`config.mk`:
```
export PLATFORM = sky130hd
export DESIGN_NAME = adc_seq_ctrl
export DESIGN_NICKNAME = d
export VERILOG_FILES = /design/src/rtl/adc_seq_pkg.sv /design/src/rtl/adc_seq_ctrl.sv
export VERILOG_INCLUDE_DIRS = /design/src /design/src/rtl
export SDC_FILE = /design/constraint.sdc
export NUM_CORES = 1
export LEC_CHECK = 0
export ABC_AREA = 1
export BUFFER_PORTS_ARGS = -buffer_cell sky130_fd_sc_hd__buf_2
export CELL_PAD_IN_SITES_DETAIL_PLACEMENT = 1
export CELL_PAD_IN_SITES_GLOBAL_PLACEMENT = 1
export CORE_UTILIZATION = 40
export DETAILED_ROUTE_END_ITERATION = 7
export PLACE_DENSITY_LB_ADDON = 0.05
export SLEW_MARGIN = 20
export SYNTH_ARGS = -nofsm -noshare
export SYNTH_HDL_FRONTEND = slang
export SYNTH_SLANG_ARGS = --single-unit
```
`constraint.sdc`:
```
create_clock -name mclk -period 5.2 [get_ports mclk]
set_input_delay 1.04 -clock mclk [delete_from_list [all_inputs] [get_ports mclk]]
set_output_delay 1.04 -clock mclk [all_outputs]
set_load 0.05 [all_outputs]
```
`src/rtl/adc_seq_regs.svh`:
```
// register offsets, field positions, reset values and timing for the sequencer control
`ifndef ADC_SEQ_REGS_SVH
`define ADC_SEQ_REGS_SVH

// ==========================================
// register offsets (byte addresses)
`define OFS_ACTIVE 8'h00
`define OFS_RAW_IRQ 8'h04
`define OFS_IRQ_MASK 8'h08
`define OFS_IRQ_CLEAR 8'h0C
`define OFS_OVERFLOW 8'h10
`define OFS_TRIG_SEL 8'h14
`define OFS_UNDERFLOW 8'h18
`define OFS_PRIORITY 8'h20
`define OFS_SW_INIT 8'h28
`define OFS_AVG_CTL 8'h30
`define SEQ_BASE 8'h40
`define SEQ_LIMIT 8'hC0
`define SEQ_BASE_IDX 3'h2
`define SUB_MUX 5'h00
`define SUB_CTL 5'h04
`define SUB_FIFO 5'h08
`define SUB_FSTAT 5'h0C

// ==========================================
// reset values and field layouts
`define PRI_RST 16'h3210
`define PRI_MASK 16'h3333
`define CTL3_RST 32'h0000_0002
`define CTL_DIFF 0
`define CTL_END 1
`define CTL_IE 2
`define CTL_TS 3
`define FST_HEAD 4
`define FST_EMPTY 8
`define FST_FULL 12
`define TRIG_SW 4'h0
`define TRIG_ALWAYS 4'hF
`define CAP_SS0 4'h8
`define CAP_MID 4'h4
`define CAP_SS3 4'h1
`define AVG_MAX 3'h6

// ==========================================
// converter clock derivation
`define MCLK_KHZ 125000
`define CONV_TARGET_KHZ 16667
`define CONV_DIV ((`MCLK_KHZ + `CONV_TARGET_KHZ - 1) / `CONV_TARGET_KHZ)

`endif

```
`src/rtl/adc_seq_pkg.sv`:
```
// types shared by the sequencer control
`default_nettype none
package adc_seq_pkg;

    typedef enum logic [1:0] {
        S_IDLE,
        S_CONV,
        S_STORE
    } seq_state_e;

    // one conversion request towards the analog converter
    typedef struct packed {
        logic valid;
        logic temp;
        logic diff;
        logic [3:0] pos_input;
        logic [3:0] neg_input;
    } conv_req_s;

endpackage
`default_nettype wire

```
`src/rtl/adc_seq_ctrl.sv`:
```
// sample sequencer control: registers, triggers, arbitration, fifos, averaging
//
// Decided for this implementation: the register offsets and register access over Avalon-MM.
`timescale 1ns/1ns
`include "adc_seq_regs.svh"
`default_nettype none

module adc_seq_ctrl
    import adc_seq_pkg::*;
#(
    parameter int PERIPH_N = 4,
    parameter int ADDR_W = 8
) (
    // clock, reset, enable
    input wire logic mclk,
    input wire logic rst_n,
    input wire logic clk_en,
    // avalon-mm slave
    input wire logic [ADDR_W-1:0] address,
    input wire logic read,
    input wire logic write,
    input wire logic [31:0] writedata,
    output logic [31:0] readdata,
    output logic waitrequest,
    // peripheral trigger pulses
    input wire logic [PERIPH_N-1:0] periph_trig,
    // analog converter
    output var conv_req_s conv_req,
    input wire logic conv_done,
    input wire logic [9:0] conv_result,
    // masked sequencer interrupts
    output logic [3:0] seq_irq
);

    // ==========================================
    // helpers and state
    function automatic logic [3:0] seq_cap(input logic [1:0] s);
        return (s == 2'd0) ? `CAP_SS0 : ((s == 2'd3) ? `CAP_SS3 : `CAP_MID);
    endfunction

    function automatic logic [2:0] ptr_inc(input logic [2:0] p, input logic [1:0] s);
        return ({1'b0, p} == seq_cap(s) - 4'd1) ? 3'd0 : p + 3'd1;
    endfunction

    logic [3:0] enable, raw_irq, irq_mask, overflow, underflow, pending;
    logic [15:0] trig_sel, priority_val;
    logic [2:0] avg_ctl;
    logic [31:0] step_input_select [4], step_control [4];
    logic [9:0] fifo_mem [4][8];
    logic [2:0] head [4], tail [4];
    logic [3:0] count [4];
    seq_state_e state;
    logic [1:0] cur_seq;
    logic [2:0] step;
    logic [6:0] avg_cnt;
    logic [15:0] acc;
    logic [3:0] div_cnt;

    // ==========================================
    // bus decode
    wire logic wr_go = clk_en & write & ~waitrequest;
    wire logic rd_go = clk_en & read & ~waitrequest;
    wire logic [7:0] addr8 = 8'(address);
    wire logic in_seq = (addr8 >= `SEQ_BASE) && (addr8 < `SEQ_LIMIT);
    wire logic [1:0] bus_seq = 2'(addr8[7:5] - `SEQ_BASE_IDX);
    wire logic [4:0] sub = addr8[4:0];
    wire logic [3:0] clr_irq = (wr_go && addr8 == `OFS_IRQ_CLEAR) ? writedata[3:0] : 4'h0;
    wire logic [3:0] clr_ovf = (wr_go && addr8 == `OFS_OVERFLOW) ? writedata[3:0] : 4'h0;
    wire logic [3:0] clr_unf = (wr_go && addr8 == `OFS_UNDERFLOW) ? writedata[3:0] : 4'h0;
    wire logic pop_req = rd_go && in_seq && sub == `SUB_FIFO;

    // ==========================================
    // converter-rate tick and sequencing decode
    wire logic tick = clk_en && (div_cnt == 4'(`CONV_DIV - 1));
    wire logic [4:0] nib = {step, 2'b00};
    wire logic [3:0] cur_mux = step_input_select[cur_seq][nib +: 4];
    wire logic [3:0] cur_ctl = step_control[cur_seq][nib +: 4];
    wire logic cur_last = cur_ctl[`CTL_END] || ({1'b0, step} == seq_cap(cur_seq) - 4'd1);
    wire logic [2:0] avg_shift = (avg_ctl > `AVG_MAX) ? `AVG_MAX : avg_ctl;
    wire logic [6:0] avg_last = 7'((7'd1 << avg_shift) - 7'd1);
    wire logic [15:0] acc_sum = acc + {6'h00, conv_result};
    wire logic [9:0] avg_result = 10'(acc >> avg_shift);
    wire logic done_go = clk_en && state == S_CONV && conv_req.valid && conv_done;
    wire logic abort = clk_en && state != S_IDLE && !enable[cur_seq];
    wire logic store_go = tick && state == S_STORE && enable[cur_seq];
    wire logic [3:0] push_full = (count[cur_seq] == seq_cap(cur_seq)) ? 4'hF : 4'h0;

    // ==========================================
    // triggers and arbitration
    logic [3:0] trig_evt, sw_hit, eligible, full, empty;
    logic [1:0] win;
    logic [2:0] best;

    always_comb begin
        for (int i = 0; i < 4; i++) begin
            sw_hit[i] = wr_go && addr8 == `OFS_SW_INIT && writedata[i]
                && trig_sel[i*4 +: 4] == `TRIG_SW;
            if (trig_sel[i*4 +: 4] == `TRIG_ALWAYS) begin
                trig_evt[i] = enable[i];
            end else if (trig_sel[i*4 +: 4] == `TRIG_SW) begin
                trig_evt[i] = enable[i] && sw_hit[i];
            end else if (int'(trig_sel[i*4 +: 4]) <= PERIPH_N) begin
                trig_evt[i] = enable[i] && periph_trig[int'(trig_sel[i*4 +: 4]) - 1];
            end else begin
                trig_evt[i] = 1'b0;
            end
            full[i] = count[i] == seq_cap(2'(i));
            empty[i] = count[i] == 4'd0;
        end
    end

    assign eligible = pending & enable;

    always_comb begin
        win = 2'd0;
        best = 3'd4;
        for (int i = 0; i < 4; i++) begin
            if (eligible[i] && {1'b0, priority_val[i*4 +: 2]} < best) begin
                best = {1'b0, priority_val[i*4 +: 2]};
                win = 2'(i);
            end
        end
    end

    wire logic start_go = tick && state == S_IDLE && |eligible;
    wire logic [3:0] start_mask = start_go ? (4'h1 << win) : 4'h0;
    wire logic [3:0] ie_set = (store_go && cur_ctl[`CTL_IE]) ? (4'h1 << cur_seq) : 4'h0;
    wire logic [3:0] ovf_set = (store_go ? (4'h1 << cur_seq) : 4'h0) & push_full;
    wire logic [3:0] unf_set = (pop_req && empty[bus_seq]) ? (4'h1 << bus_seq) : 4'h0;
    wire logic [3:0] push_hit = store_go ? ((4'h1 << cur_seq) & ~full) : 4'h0;
    wire logic [3:0] pop_hit = pop_req ? ((4'h1 << bus_seq) & ~empty) : 4'h0;

    // ==========================================
    // register file writes
    always_ff @(posedge mclk or negedge rst_n) begin
        if (!rst_n) begin
            enable <= 4'h0;
            irq_mask <= 4'h0;
            trig_sel <= 16'h0000;
            priority_val <= `PRI_RST;
            avg_ctl <= 3'h0;
            for (int i = 0; i < 4; i++) begin
                step_input_select[i] <= 32'h0000_0000;
                step_control[i] <= (i == 3) ? `CTL3_RST : 32'h0000_0000;
            end
        end else if (wr_go) begin
            if (addr8 == `OFS_ACTIVE) enable <= writedata[3:0];
            if (addr8 == `OFS_IRQ_MASK) irq_mask <= writedata[3:0];
            if (addr8 == `OFS_TRIG_SEL) trig_sel <= writedata[15:0];
            if (addr8 == `OFS_PRIORITY) priority_val <= writedata[15:0] & `PRI_MASK;
            if (addr8 == `OFS_AVG_CTL) avg_ctl <= writedata[2:0];
            if (in_seq && sub == `SUB_MUX) step_input_select[bus_seq] <= writedata;
            if (in_seq && sub == `SUB_CTL) step_control[bus_seq] <= writedata;
        end
    end

    // sticky flags: a set in the clearing cycle wins
    always_ff @(posedge mclk or negedge rst_n) begin
        if (!rst_n) begin
            raw_irq <= 4'h0;
            overflow <= 4'h0;
            underflow <= 4'h0;
            pending <= 4'h0;
            seq_irq <= 4'h0;
            div_cnt <= 4'd0;
        end else if (clk_en) begin
            div_cnt <= tick ? 4'd0 : div_cnt + 4'd1;
            raw_irq <= (raw_irq & ~clr_irq) | ie_set;
            overflow <= (overflow & ~clr_ovf) | ovf_set;
            underflow <= (underflow & ~clr_unf) | unf_set;
            pending <= ((pending & ~start_mask) | trig_evt) & enable;
            seq_irq <= raw_irq & irq_mask;
        end
    end

    // ==========================================
    // result fifos
    always_ff @(posedge mclk or negedge rst_n) begin
        if (!rst_n) begin
            for (int i = 0; i < 4; i++) begin
                head[i] <= 3'd0;
                tail[i] <= 3'd0;
                count[i] <= 4'd0;
            end
        end else if (clk_en) begin
            for (int i = 0; i < 4; i++) begin
                if (push_hit[i]) head[i] <= ptr_inc(head[i], 2'(i));
                if (pop_hit[i]) tail[i] <= ptr_inc(tail[i], 2'(i));
                count[i] <= count[i] + 4'(push_hit[i]) - 4'(pop_hit[i]);
            end
        end
    end

    always_ff @(posedge mclk) begin
        if (store_go && !push_full[0]) begin
            fifo_mem[cur_seq][head[cur_seq]] <= avg_result;
        end
    end

    // ==========================================
    // sequencing engine
    always_ff @(posedge mclk or negedge rst_n) begin
        if (!rst_n) begin
            state <= S_IDLE;
            cur_seq <= 2'd0;
            step <= 3'd0;
            avg_cnt <= 7'd0;
            acc <= 16'h0000;
            conv_req <= '0;
        end else if (abort) begin
            state <= S_IDLE;
            conv_req.valid <= 1'b0;
        end else if (clk_en) begin
            unique case (state)
                S_IDLE: begin
                    if (start_go) begin
                        cur_seq <= win;
                        step <= 3'd0;
                        avg_cnt <= 7'd0;
                        acc <= 16'h0000;
                        state <= S_CONV;
                    end
                end
                S_CONV: begin
                    if (done_go) begin
                        conv_req.valid <= 1'b0;
                        acc <= acc_sum;
                        avg_cnt <= avg_cnt + 7'd1;
                        if (avg_cnt == avg_last) state <= S_STORE;
                    end else if (tick && !conv_req.valid) begin
                        conv_req.valid <= 1'b1;
                        conv_req.diff <= cur_ctl[`CTL_DIFF];
                        conv_req.temp <= cur_ctl[`CTL_TS];
                        conv_req.pos_input <= cur_ctl[`CTL_DIFF] ? {cur_mux[2:0], 1'b0} : cur_mux;
                        conv_req.neg_input <= cur_ctl[`CTL_DIFF] ? {cur_mux[2:0], 1'b1} : 4'h0;
                    end
                end
                S_STORE: begin
                    if (tick) begin
                        avg_cnt <= 7'd0;
                        acc <= 16'h0000;
                        state <= cur_last ? S_IDLE : S_CONV;
                        if (!cur_last) step <= step + 3'd1;
                    end
                end
            endcase
        end
    end

    // ==========================================
    // bus answer: one wait cycle, then data and ack together
    logic [31:0] rdata;
    always_comb begin
        rdata = 32'h0000_0000;
        if (in_seq) begin
            if (sub == `SUB_MUX) rdata = step_input_select[bus_seq];
            if (sub == `SUB_CTL) rdata = step_control[bus_seq];
            if (sub == `SUB_FIFO) rdata = {22'h000000, fifo_mem[bus_seq][tail[bus_seq]]};
            if (sub == `SUB_FSTAT) begin
                rdata[2:0] = tail[bus_seq];
                rdata[`FST_HEAD +: 3] = head[bus_seq];
                rdata[`FST_EMPTY] = empty[bus_seq];
                rdata[`FST_FULL] = full[bus_seq];
            end
        end else begin
            unique case (addr8)
                `OFS_ACTIVE: rdata[3:0] = enable;
                `OFS_RAW_IRQ: rdata[3:0] = raw_irq;
                `OFS_IRQ_MASK: rdata[3:0] = irq_mask;
                `OFS_IRQ_CLEAR: rdata[3:0] = raw_irq & irq_mask;
                `OFS_OVERFLOW: rdata[3:0] = overflow;
                `OFS_TRIG_SEL: rdata[15:0] = trig_sel;
                `OFS_UNDERFLOW: rdata[3:0] = underflow;
                `OFS_PRIORITY: rdata[15:0] = priority_val;
                `OFS_AVG_CTL: rdata[2:0] = avg_ctl;
                default: rdata = 32'h0000_0000;
            endcase
        end
    end

    always_ff @(posedge mclk or negedge rst_n) begin
        if (!rst_n) begin
            waitrequest <= 1'b1;
            readdata <= 32'h0000_0000;
        end else if (clk_en) begin
            waitrequest <= !(waitrequest && (read || write));
            if (waitrequest && read) readdata <= rdata;
        end
    end
endmodule

`default_nettype wire

```
Yosys cells after proc, flatten, opt, wreduce, memory -nomap -nowiden
Memory sizes are Yosys's and may differ from the RTL's.
Cells that the tools add are included.

word-level totals
  word-level logic and storage cells = 398
  bits in registers = 429
  RAM bits = 320
  output and inout bits = 48
  memories kept = 1
  bits of input ports = 60

operators by class
  add/sub/neg operators = 27
  shifts and indexed selects = 7
  order comparisons = 22
  reduce and logical (&&, ||, !) cells = 94
  bitwise logic cells = 31
  equality and inequality tests = 41
  multiplexer cells = 132

memory list
  memory    words  bits a word  rd ports  clocked after Yosys merged registers in  wr ports  RTL line            RTL
  fifo_mem  4      80           1         0                                        1         adc_seq_ctrl.sv:49  logic [9:0] fifo_mem [4][8];

operators by type and width
  cell                   number
  $mux W32               13
  $bmux W32 S2           4
  $bwmux W128            2
  $mux W80               1
  $mux W3                24
  $demux W32 S2          1
  $mux W4                16
  $shiftx A32 B6 Y4      2
  $mux W16               3
  $pmux W16 S3           1
  $logic_and A1 B1 Y1    46
  $and A4 B4 Y4          10
  $mux W10               4
  $mux W11               3
  $logic_not A4 Y1       8
  $reduce_and A2 Y1      16
  $bmux W10 S3           1
  $demux W10 S3          1
  $mux W1                30
  $add A3 B1 Y3 const B  9
  $pmux W3 S9            1
  $eq A8 B5 Y1 const B   3
  $eq A8 B6 Y1 const B   3
  $not A4 Y4             6
  other kinds (68)       146

Logic depth before layout (Yosys ltp)
Gate-level depths: netlist of the first run.

  depth after elaboration = 17
  mapped depth = 26
  gate-level depth less buffers = 26

Worst setup path before layout of the first run
Ideal clock, no wire load.

  kind = input -> register
  start point = in address[6]
  end point = reg count[6] (netlist bit)
  stages = 14
  data arrival time = 3.561 ns
  buffers on the path = 1
  library setup time = 0.083 ns
  setup slack = 1.556 ns
  path through = inv_2 -> ha_1 -> clkbuf_1 -> inv_1 -> nor3_2 -> inv_2 -> nor3_1 -> ha_1 -> inv_1 -> ha_1 -> inv_1 -> fa_1 -> xor2_1 -> o21ai_0

on the way
  longest elaborated chain between the ends = 6
  elaborated cells between the ends (all ways) = 10
  those cells by class = 2 x add/sub; 2 x order compare; 1 x shift; 1 x mux; 1 x bitwise; 3 x reduce/logical

RTL lines
  what                                                           RTL line             RTL
  start: declaration                                             adc_seq_ctrl.sv:19   input wire logic [ADDR_W-1:0] address,
  $ge A8 B7 Y1 (no source line) or $lt A8 B8 Y1 (tied branches)  n/a
  $logic_and A1 B1 Y1                                            adc_seq_ctrl.sv:64   wire logic in_seq = (addr8 >= `SEQ_BASE) && (addr8 < `SEQ_LIMIT);
  $logic_and A1 B1 Y1                                            adc_seq_ctrl.sv:70   wire logic pop_req = rd_go && in_seq && sub == `SUB_FIFO;
  $logic_and A1 B1 Y1 (no source line)                           n/a
  $mux W4 (*)                                                    adc_seq_ctrl.sv:131  wire logic [3:0] pop_hit = pop_req ? ((4'h1 << bus_seq) & ~empty) : 4'h0;
  $sub A4 B1 Y4 (*)                                              adc_seq_ctrl.sv:189  count[i] <= count[i] + 4'(push_hit[i]) - 4'(pop_hit[i]);
  end signal: indexed assignment                                 adc_seq_ctrl.sv:189
  end: declaration                                               adc_seq_ctrl.sv:51   logic [3:0] count [4];

Every way passes the cells marked *; elsewhere a longest branch is shown, timed or not.
A chain may end at the register's enable or synchronous reset.

Final worst setup path of the first run
  start point = reg enable[0]
  end point = reg pending[1]

on the way
  longest elaborated chain between the ends = 17
  elaborated cells between the ends (all ways) = 21
  those cells by class = 3 x order compare; 1 x shift; 7 x mux; 5 x bitwise; 5 x reduce/logical

RTL lines
  what                      RTL line             RTL
  start: declaration        adc_seq_ctrl.sv:45   logic [3:0] enable, raw_irq, irq_mask, overflow, underflow, pending;
  start signal: assignment  adc_seq_ctrl.sv:147  if (addr8 == `OFS_ACTIVE) enable <= writedata[3:0];
  $and A4 B4 Y4 (*)         adc_seq_ctrl.sv:112  assign eligible = pending & enable;
  $mux W3                   adc_seq_ctrl.sv:118  if (eligible[i] && {1'b0, priority_val[i*4 +: 2]} < best) begin
  $lt A2 B3 Y1              adc_seq_ctrl.sv:118
  $logic_and A1 B1 Y1       adc_seq_ctrl.sv:118
  $mux W3                   adc_seq_ctrl.sv:118
  $lt A2 B3 Y1              adc_seq_ctrl.sv:118
  $logic_and A1 B1 Y1       adc_seq_ctrl.sv:118
  $mux W3                   adc_seq_ctrl.sv:118
  $lt A2 B3 Y1              adc_seq_ctrl.sv:118
  $logic_and A1 B1 Y1       adc_seq_ctrl.sv:118
  $mux W2                   adc_seq_ctrl.sv:118
  $shl A1 B2 Y4             adc_seq_ctrl.sv:126  wire logic [3:0] start_mask = start_go ? (4'h1 << win) : 4'h0;
  $mux W4 (*)               adc_seq_ctrl.sv:126
  $not A4 Y4 (*)            adc_seq_ctrl.sv:171  pending <= ((pending & ~start_mask) | trig_evt) & enable;
  $and A4 B4 Y4 (*)         adc_seq_ctrl.sv:171
  $or A4 B4 Y4 (*)          adc_seq_ctrl.sv:171
  $and A4 B4 Y4 (*)         adc_seq_ctrl.sv:171
  end signal: assignment    adc_seq_ctrl.sv:171
  end: declaration          adc_seq_ctrl.sv:45

Marks and branches as above.

==> results by group, run 1 <==
Worst setup path
  • RR Startpoint: enable[0]$_DFFE_PN0P_
  • Worst EP arrival: 4330 ps
  • FF-to-FF path depth: 25
  • Setup crit end: pending[1]$_DFFE_PN0P_
  • CP endpoint kind: flop
  • Critical Path Start Type: flop
  • CP Max Fanout: 10
  • Worst Path Required: 5750 ps
  • FF-to-FF End: pending[1]$_DFFE_PN0P_
  • Worst setup path startpoint: enable[0]$_DFFE_PN0P_
  • R2R Setup Slk: 1420 ps
  • Kind of critical path: reg2reg

Clocking
  • Worst-Skew Late Latency: 670 ps
  • Htree depth: 3
  • CTS Sinks: 748
  • Clock buffer depth: 3
  • Hold buffers post-CTS: 0
  • CTS tree: yes
  • Post-CTS Setup Inserts: 0
  • TritonCTS Buffers: 87
  • Worst-path clk slew: 60 ps
  • Gates resized, CTS repair: 0
  • Clk Tree Root Cell: clkbuf_16

Run
  • Max-cap check violation count: 0

Routing
  • DRT Pass-1 Iters: 7
  • Initial DRC Count: 2413
  • DRT antenna net count: 0
  • Vias: 29881
  • Vias per std cell: 5.88
  • Detailed Route WL: 131000 um
  • Post-route DRC violation count: 12
  • Routed wire length per instance: 25.8 um

Cells and area
  • Share of post-route cells with drive strength above 1: 10.6%
  • FF/Latch Area: 20300 um2
  • P&R area growth vs syn: 13.3%
  • Fin area: 40500 um2
  • FILL cells: 9930
  • Nets: 3974
  • Most frequent cells in the layout: nand2_1 (869), dfrtp_1 (420), edfxtp_1 (320)
  • Multi-input combinational cell area: 13500 um2
  • Most common cell after layout, fill and taps aside: nand2_1
  • Ant diodes: 0

STA
  • Tmin final: 3780 ps
  • Achievable Freq: 264 MHz
  • RSZ-0062 raised after global routing: false
  • Final Setup Violations: 0
  • Worst slew margin: 24.1%
  • Endpoints failing hold: 0
  • Clock skew: 25.8 ps
  • Number of max-slew violations in the final report: 0
  • Final Worst Setup Slack: 1420 ps
  • Final worst path period share: 72.7%
  • TNS Setup: 0 ps
  • Worst Tran Pin Value: 1130 ps

Placement
  • Port Buf Inserts: 107
  • Final HPWL from detailed placement: 81600 um
  • Worst Setup Slack post-DPL: 1320 ps
  • Area after DPL: 37500 um2
  • RD Place Congestion: 0.876

Synth
  • Post-Syn Nets: 3917
  • Number of synthesized flops with an enable pin: 320
  • Syn Inst Count: 3787
  • Cell Area, Synth: 35800 um2
  • Sequential area share after synthesis: 56.8%
  • Yosys warns: 0
  • Async SR Flop Fraction: 57.2%
  • FF+latch count, synth: 748
  • Unique masters post-synth: 61
  • Top FF cell, synth: dfrtp_1
  • Avg Inst Size Synth: 9.45 um2

Power and ir drop
  • Power Density: 391 nW/um2
  • Pleak: 16.7 nW
  • Maximum vdd drop: 317 uV

Global routing
  • GRT Util Overall: 29.2%
  • First-pass GRT wire length: 200000 um
  • Vias in the first global route: 31695
  • Aggregate global routing overflow: 0
  • Initial antenna violation count: 1
  • Largest net degree at the start of global routing: 129

Floorplan
  • Row cnt: 109
  • Chip height: 301 um
  • I/O Pins: 108
  • Die Width: 301 um
  • Starting density of the core: 40.4%
  • Die footprint: 90600 um2
  • Core area: 88500 um2

Hold path
  • Worst hold path class: in2async

Status
  • Failing checks: DRC
  • Status: finished with violations
## flip-flops by register name (all words and copies together) (netlist names), 3 cells and up
name,cells
fifo_mem,320
step_control,128
step_input_select,128
readdata,32
acc,16
count,16
trig_sel,16
head,12
tail,12
conv_req,10
priority_val,8
avg_cnt,7
div_cnt,4
enable,4
irq_mask,4
overflow,4
pending,4
raw_irq,4
seq_irq,4
underflow,4
avg_ctl,3
step,3
## per-stage QoR
stage | total power, mW | cells | hold slack [ps] | utilization, %
5_1_grt | 16.4 | 5081 | 483 | 45.8
3_5_place_dp | 9.50 | 4919 | 472 | 42.4
3_3_place_gp | 9.42 | 4919 | 463 | 42.4
6_report | 15.8 | 5081 | 412 | 45.8
2_1_floorplan | 8.37 | 3787 | 453 | -
4_1_cts | 16.0 | 5080 | 448 | 45.8
## Yosys cell counts, types with 52 or more instances
library cell,n,area (um2)
buf_2,105,526
a21oi_1,131,656
o21ai_0,293,1470
dfrtp_1,422,10600
o22ai_1,72,450
o221ai_1,52,455
nor2_1,225,845
o21ai_1,275,1380
edfxtp_1,320,9610
clkbuf_1,79,297
ha_1,65,813
nand3_1,173,866
nand4_1,78,488
nand2_1,869,3260
inv_1,217,815
a22oi_1,97,728
## kinds of logic after synthesis
family	share of synthesized area, %
adders and majority gates	2.55
xor gates and xnor gates	0.392
and+or+nand+nor	16.8
AOI/OAI and AO/OA	17.7
buffers and inverters	5.62
DFF	56.8
muxes	0.0560
## routing by layer
layer	up-vias	track usage, %	routed length (um)
met5	-	0	13
met4	2	11.9	5170
met3	250	3.18	5460
met2	777	50.1	64800
met1	15399	37.7	55500
li1	13453	-	-
## worst max-delay path, cell delays in order, from the launching register on
cell      delay, ps
dfrtp_1         520
nand2_1         140
inv_1           100
nand2_1          70
ha_1            280
inv_1            70
nor2_1           40
nand2_1          70
nand2_1         120
o21ai_0         300
ha_1            300
inv_1            50
nor2_1           40
nand2_1         100
nand3_2         200
nand2_1         110
o21ai_0          80
ha_1            280
a21boi_0        170
nand2_1          90
nand2_2         120
nand2_1         110
o21ai_1         140
nand2_1          60
nand2_1          60
nand2_1          40
## how the worst min path moves through the flow
stage,endpoint,depth (start not counted),from,slack (ps)
global placement,conv_req[3]$_DFFE_PN0P_,2,conv_req[3]$_DFFE_PN0P_,460
finish,step_input_select[27]$_DFFE_PN0P_,1,rst_n,410
CTS,step_input_select[27]$_DFFE_PN0P_,1,rst_n,450
global route,step_input_select[27]$_DFFE_PN0P_,1,rst_n,480
floorplan,count[14]$_DFFE_PN0P_,2,count[14]$_DFFE_PN0P_,450
detailed placement,conv_req[2]$_DFFE_PN0P_,2,conv_req[2]$_DFFE_PN0P_,470
## final cells by class
class | count | share of cell area (%)
clock inverter | 32 | 1.03
tap | 1165 | 3.60
timing repair buffer | 193 | 3.23
inverter | 245 | 2.28
multi-input combinational | 2569 | 33.3
clock buffer | 129 | 6.39
sequential | 748 | 50.1
## report_power, final
part	internal [mW]	total (mW)	switching, mW
sequential	6.64	6.83	0.193
clock	3.85	6.44	2.59
combinational	0.667	2.56	1.90
total	11.2	15.8	4.68
No activity file was read; power rests on OpenSTA's default activity.
==> inputs of run 2 (changes only) <==
- ABC_AREA: 1 -> 0
- clock period: 5.2 -> 3.85 ns (I/O delays scaled with it)
==> results by group, run 2 <==
STA
  • Endpoints failing hold: 0 (unchanged)
  • Achievable Freq: 281 MHz (+6.1%)
  • Final worst path period share: 92.6% (+20 points)
  • Clock skew: 26.2 ps (+0.338 ps)
  • Final Setup Violations: 0 (unchanged)
  • Tmin final: 3560 ps (-218 ps)
  • TNS Setup: 0 ps (unchanged)
  • RSZ-0062 raised after global routing: false
  • Number of max-slew violations in the final report: 0 (unchanged)
  • Worst Tran Pin Value: 915 ps (-220 ps)
  • Worst slew margin: 39.0% (+15 points)

Worst setup path
  • RR Startpoint: priority_val[1]$_DFFE_PN0P_
  • Critical Path Start Type: flop
  • Kind of critical path: reg2reg
  • FF-to-FF End: pending[2]$_DFFE_PN0P_
  • CP Max Fanout: 3 (-7)
  • Worst EP arrival: 4120 ps (-210 ps)
  • FF-to-FF path depth: 17 (-32%)
  • Worst Path Required: 4400 ps (-1350 ps)
  • CP endpoint kind: flop
  • R2R Setup Slk: 290 ps (-1130 ps)

Clocking
  • TritonCTS Buffers: 87 (unchanged)
  • Clock buffer depth: 3 (unchanged)
  • Clk Tree Root Cell: clkbuf_16
  • Post-CTS Setup Inserts: 0 (unchanged)
  • Htree depth: 3 (unchanged)
  • CTS tree: yes
  • Worst-Skew Late Latency: 670 ps (about the same)
  • Worst-path clk slew: 60 ps (about the same)
  • CTS Sinks: 748 (unchanged)

Global routing
  • Vias in the first global route: 25100 (-21%)
  • GRT Util Overall: 25.0% (-4.3 points)
  • Initial antenna violation count: 10 (+9)
  • Aggregate global routing overflow: 0 (unchanged)
  • Largest net degree at the start of global routing: 82 (-36%)
  • First-pass GRT wire length: 172000 um (-14%)

Synth
  • Unique masters post-synth: 83 (+36%)
  • Yosys warns: 0 (unchanged)
  • Most frequent cell after synthesis: dfrtp_1
  • Synth top area cells: dfrtp_1 (29%), edfxtp_1 (26%), mux4_2 (12%)
  • Largest area contributor in the netlist: dfrtp_1
  • Commonest cells post-synth: dfrtp_1 (422), mux2_2 (330), edfxtp_1 (320)
  • Sequential area share after synthesis: 55.3% (-1.6 points)
  • FF+latch count, synth: 748 (unchanged)
  • Syn Inst Count: 2537 (-33%)
  • Post-Synth Adder-Cell Area: 2.48% (-0.070 points)
  • Cell Area, Synth: 36800 um2 (+2.8%)
  • Xor/xnor share of the synthesized area: 0.548% (+0.16 points)
  • Post-Syn Nets: 2667 (-32%)
  • Main combinational cell family by area after synthesis: multiplexers
  • Post-synthesis simple-gate area fraction: 5.90% (-11 points)
  • Mux cell area share after synthesis: 26.3% (+26 points)
  • Top FF cell, synth: dfrtp_1
  • Avg Inst Size Synth: 14.5 um2 (+53%)
  • Complex-gate fraction of the synthesized area: 6.48% (-11 points)
  • Top cell type's share of synthesized area: 28.7% (-0.81 points)
  • Async SR Flop Fraction: 57.2% (unchanged)
  • Number of synthesized flops with an enable pin: 320 (unchanged)

Cells and area
  • FILL cells: 8923 (-10%)
  • Max FFs per register: 320 (unchanged)
  • Most frequent cells in the layout: dfrtp_1 (419), mux2_2 (330), edfxtp_1 (320)
  • Share of post-route cells with drive strength above 1: 34.7% (+24 points)
  • Multi-input combinational cell area: 15600 um2 (+15%)
  • Most common cell after layout, fill and taps aside: dfrtp_1
  • P&R area growth vs syn: 15.4%
  • Fin area: 42400 um2 (+4.7%)
  • FF/Latch Area: 20300 um2 (about the same)
  • Nets: 2820 (-29%)

Floorplan
  • Row cnt: 110 (+0.92%)
  • I/O Pins: 108 (unchanged)
  • Chip height: 305 um (+1.4%)
  • Starting density of the core: 40.6% (+0.20 points)
  • Die footprint: 93200 um2 (+2.8%)
  • Die Width: 305 um (+1.4%)
  • Core area: 90600 um2 (+2.3%)

Power and ir drop
  • Maximum vdd drop: 468 uV (+48%)
  • Net switching power: 4.48 mW (-4.4%)
  • Power Density: 431 nW/um2 (+10%)
  • P_int: 13.8 mW (+24%)
  • Sw frac: 24.5% (-5.1 points)
  • Sequential power share: 47.1% (+4.0 points)
  • Pleak: 18.0 nW (+7.8%)
  • Clock power frac: 44.6% (+3.9 points)
  • Comb power frac: 8.3% (-7.9 points)

Status
  • Status: finished clean

Routing
  • Vias: 23292 (-22%)
  • DRT antenna net count: 0 (unchanged)
  • DRT Pass-1 Iters: 7 (unchanged)
  • Initial DRC Count: 1534 (-36%)
  • Routed wire length per instance: 29.0 um (+13%)
  • Vias per std cell: 5.92 (+0.70%)
  • Detailed Route WL: 114000 um (-13%)
  • Post-route DRC violation count: 0 (-12)

Run
  • Max-cap check violation count: 0 (unchanged)

Placement
  • RD Place Congestion: 0.878 (+0.15%)
  • Port Buf Inserts: 107 (unchanged)
  • Final HPWL from detailed placement: 76800 um (-5.8%)
  • Area after DPL: 39600 um2 (+5.5%)

Hold path
  • Worst hold path class: in2async
## run 2: cell count changes in the layout (fill, tap and decap cells not counted), moves of 65 or more
cell | previous run | this run
a21oi_1 | 131 | 61
nand2_1 | 869 | 156
nand3_1 | 173 | 37
o21ai_0 | 290 | 111
o22ai_1 | 70 | 5
inv_1 | 216 | 72
o21ai_1 | 275 | 0
nor2_1 | 222 | 56
mux4_2 | 0 | 204
mux2i_1 | 1 | 93
nand4_1 | 78 | 6
mux2_2 | 0 | 330
## run 2: worst max-delay path by stage
stage                             end                        start  slack [ps]
4_1_cts        pending[2]$_DFFE_PN0P_  priority_val[1]$_DFFE_PN0P_          50
6_report       pending[2]$_DFFE_PN0P_  priority_val[1]$_DFFE_PN0P_         290
5_1_grt        pending[2]$_DFFE_PN0P_  priority_val[1]$_DFFE_PN0P_          60
2_1_floorplan   count[10]$_DFFE_PN0P_                   address[6]          50
3_5_place_dp   pending[2]$_DFFE_PN0P_  priority_val[1]$_DFFE_PN0P_          20
3_3_place_gp   pending[0]$_DFFE_PN0P_       pending[0]$_DFFE_PN0P_         130
## run 2: through the flow
step	total power, mW	utilization, %	hold slack (ps)	std cells	worst slack (ps)
3_5_place_dp	10.3	43.7	467	3777	16.8
5_1_grt	19.0	46.9	75.2	3931	56.6
4_1_cts	18.5	46.8	36.0	3931	53.5
2_1_floorplan	9.69	-	447	2537	51.0
6_report	18.3	46.9	62.9	3933	286
3_3_place_gp	10.2	43.7	457	3777	128
## run 2: worst max-delay path, stage by stage (launching register included)
cell	delay [ps]
dfrtp_1	390
nand3_2	130
ha_4	290
a21oi_2	70
o2111a_1	240
nor2_2	140
ha_1	280
and2_1	170
nor2_1	130
a21oi_2	90
nand2_1	70
o21ai_0	80
ha_2	210
nor2_1	100
or4b_4	480
o221ai_4	90
a311oi_2	170
a222oi_1	330
## run 2: power by group through the flow
stage,Combinational [mW],Sequential (mW),Clock [mW]
2_1_floorplan,0.925,8.77,0
3_3_place_gp,1.49,8.76,0
3_5_place_dp,1.54,8.77,0
4_1_cts,1.54,8.62,8.38
5_1_grt,1.67,8.64,8.64
6_report,1.52,8.62,8.16
## run 2: final cells by class
type	count	area share, %
Inverter	76	0.672
Antenna cell	2	0.0118
Clock inverter	36	0.864
Tap cell	1176	3.47
Timing Repair Buffer	237	4.65
Multi-Input combinational cell	1540	36.7
Sequential cell	748	47.9
Clock buffer	118	5.74
## run 2: timing repair
action	in CTS	in global routing
gates resized for setup	1	9
pin swaps	0	3
cloned	0	0
endpoints found under the setup margin	1	6
hold buffers	0	0
## run 2: kinds of logic (layout without fill, tap and decap cells)
family | after synthesis | count (layout)
XOR/XNOR | 23 | 23
adder cells (fa/ha/maj) | 70 | 70
other | 0 | 2
AO/OA/AOI/OAI | 367 | 367
multiplexers | 643 | 643
buffers and inverters | 249 | 467
AND/OR/NAND/NOR | 437 | 437
flip-flops | 748 | 748
## run 2: metal layers
layer	vias to the layer above	track usage (%)	part of all wire [%]	wire length [um]
li1	10121	-	-	-
met3	174	3.75	4.4	4990
met5	-	0	0.060	68
met2	494	40.5	48	54800
met1	12493	34.6	45	50800
met4	10	7.94	3.1	3500
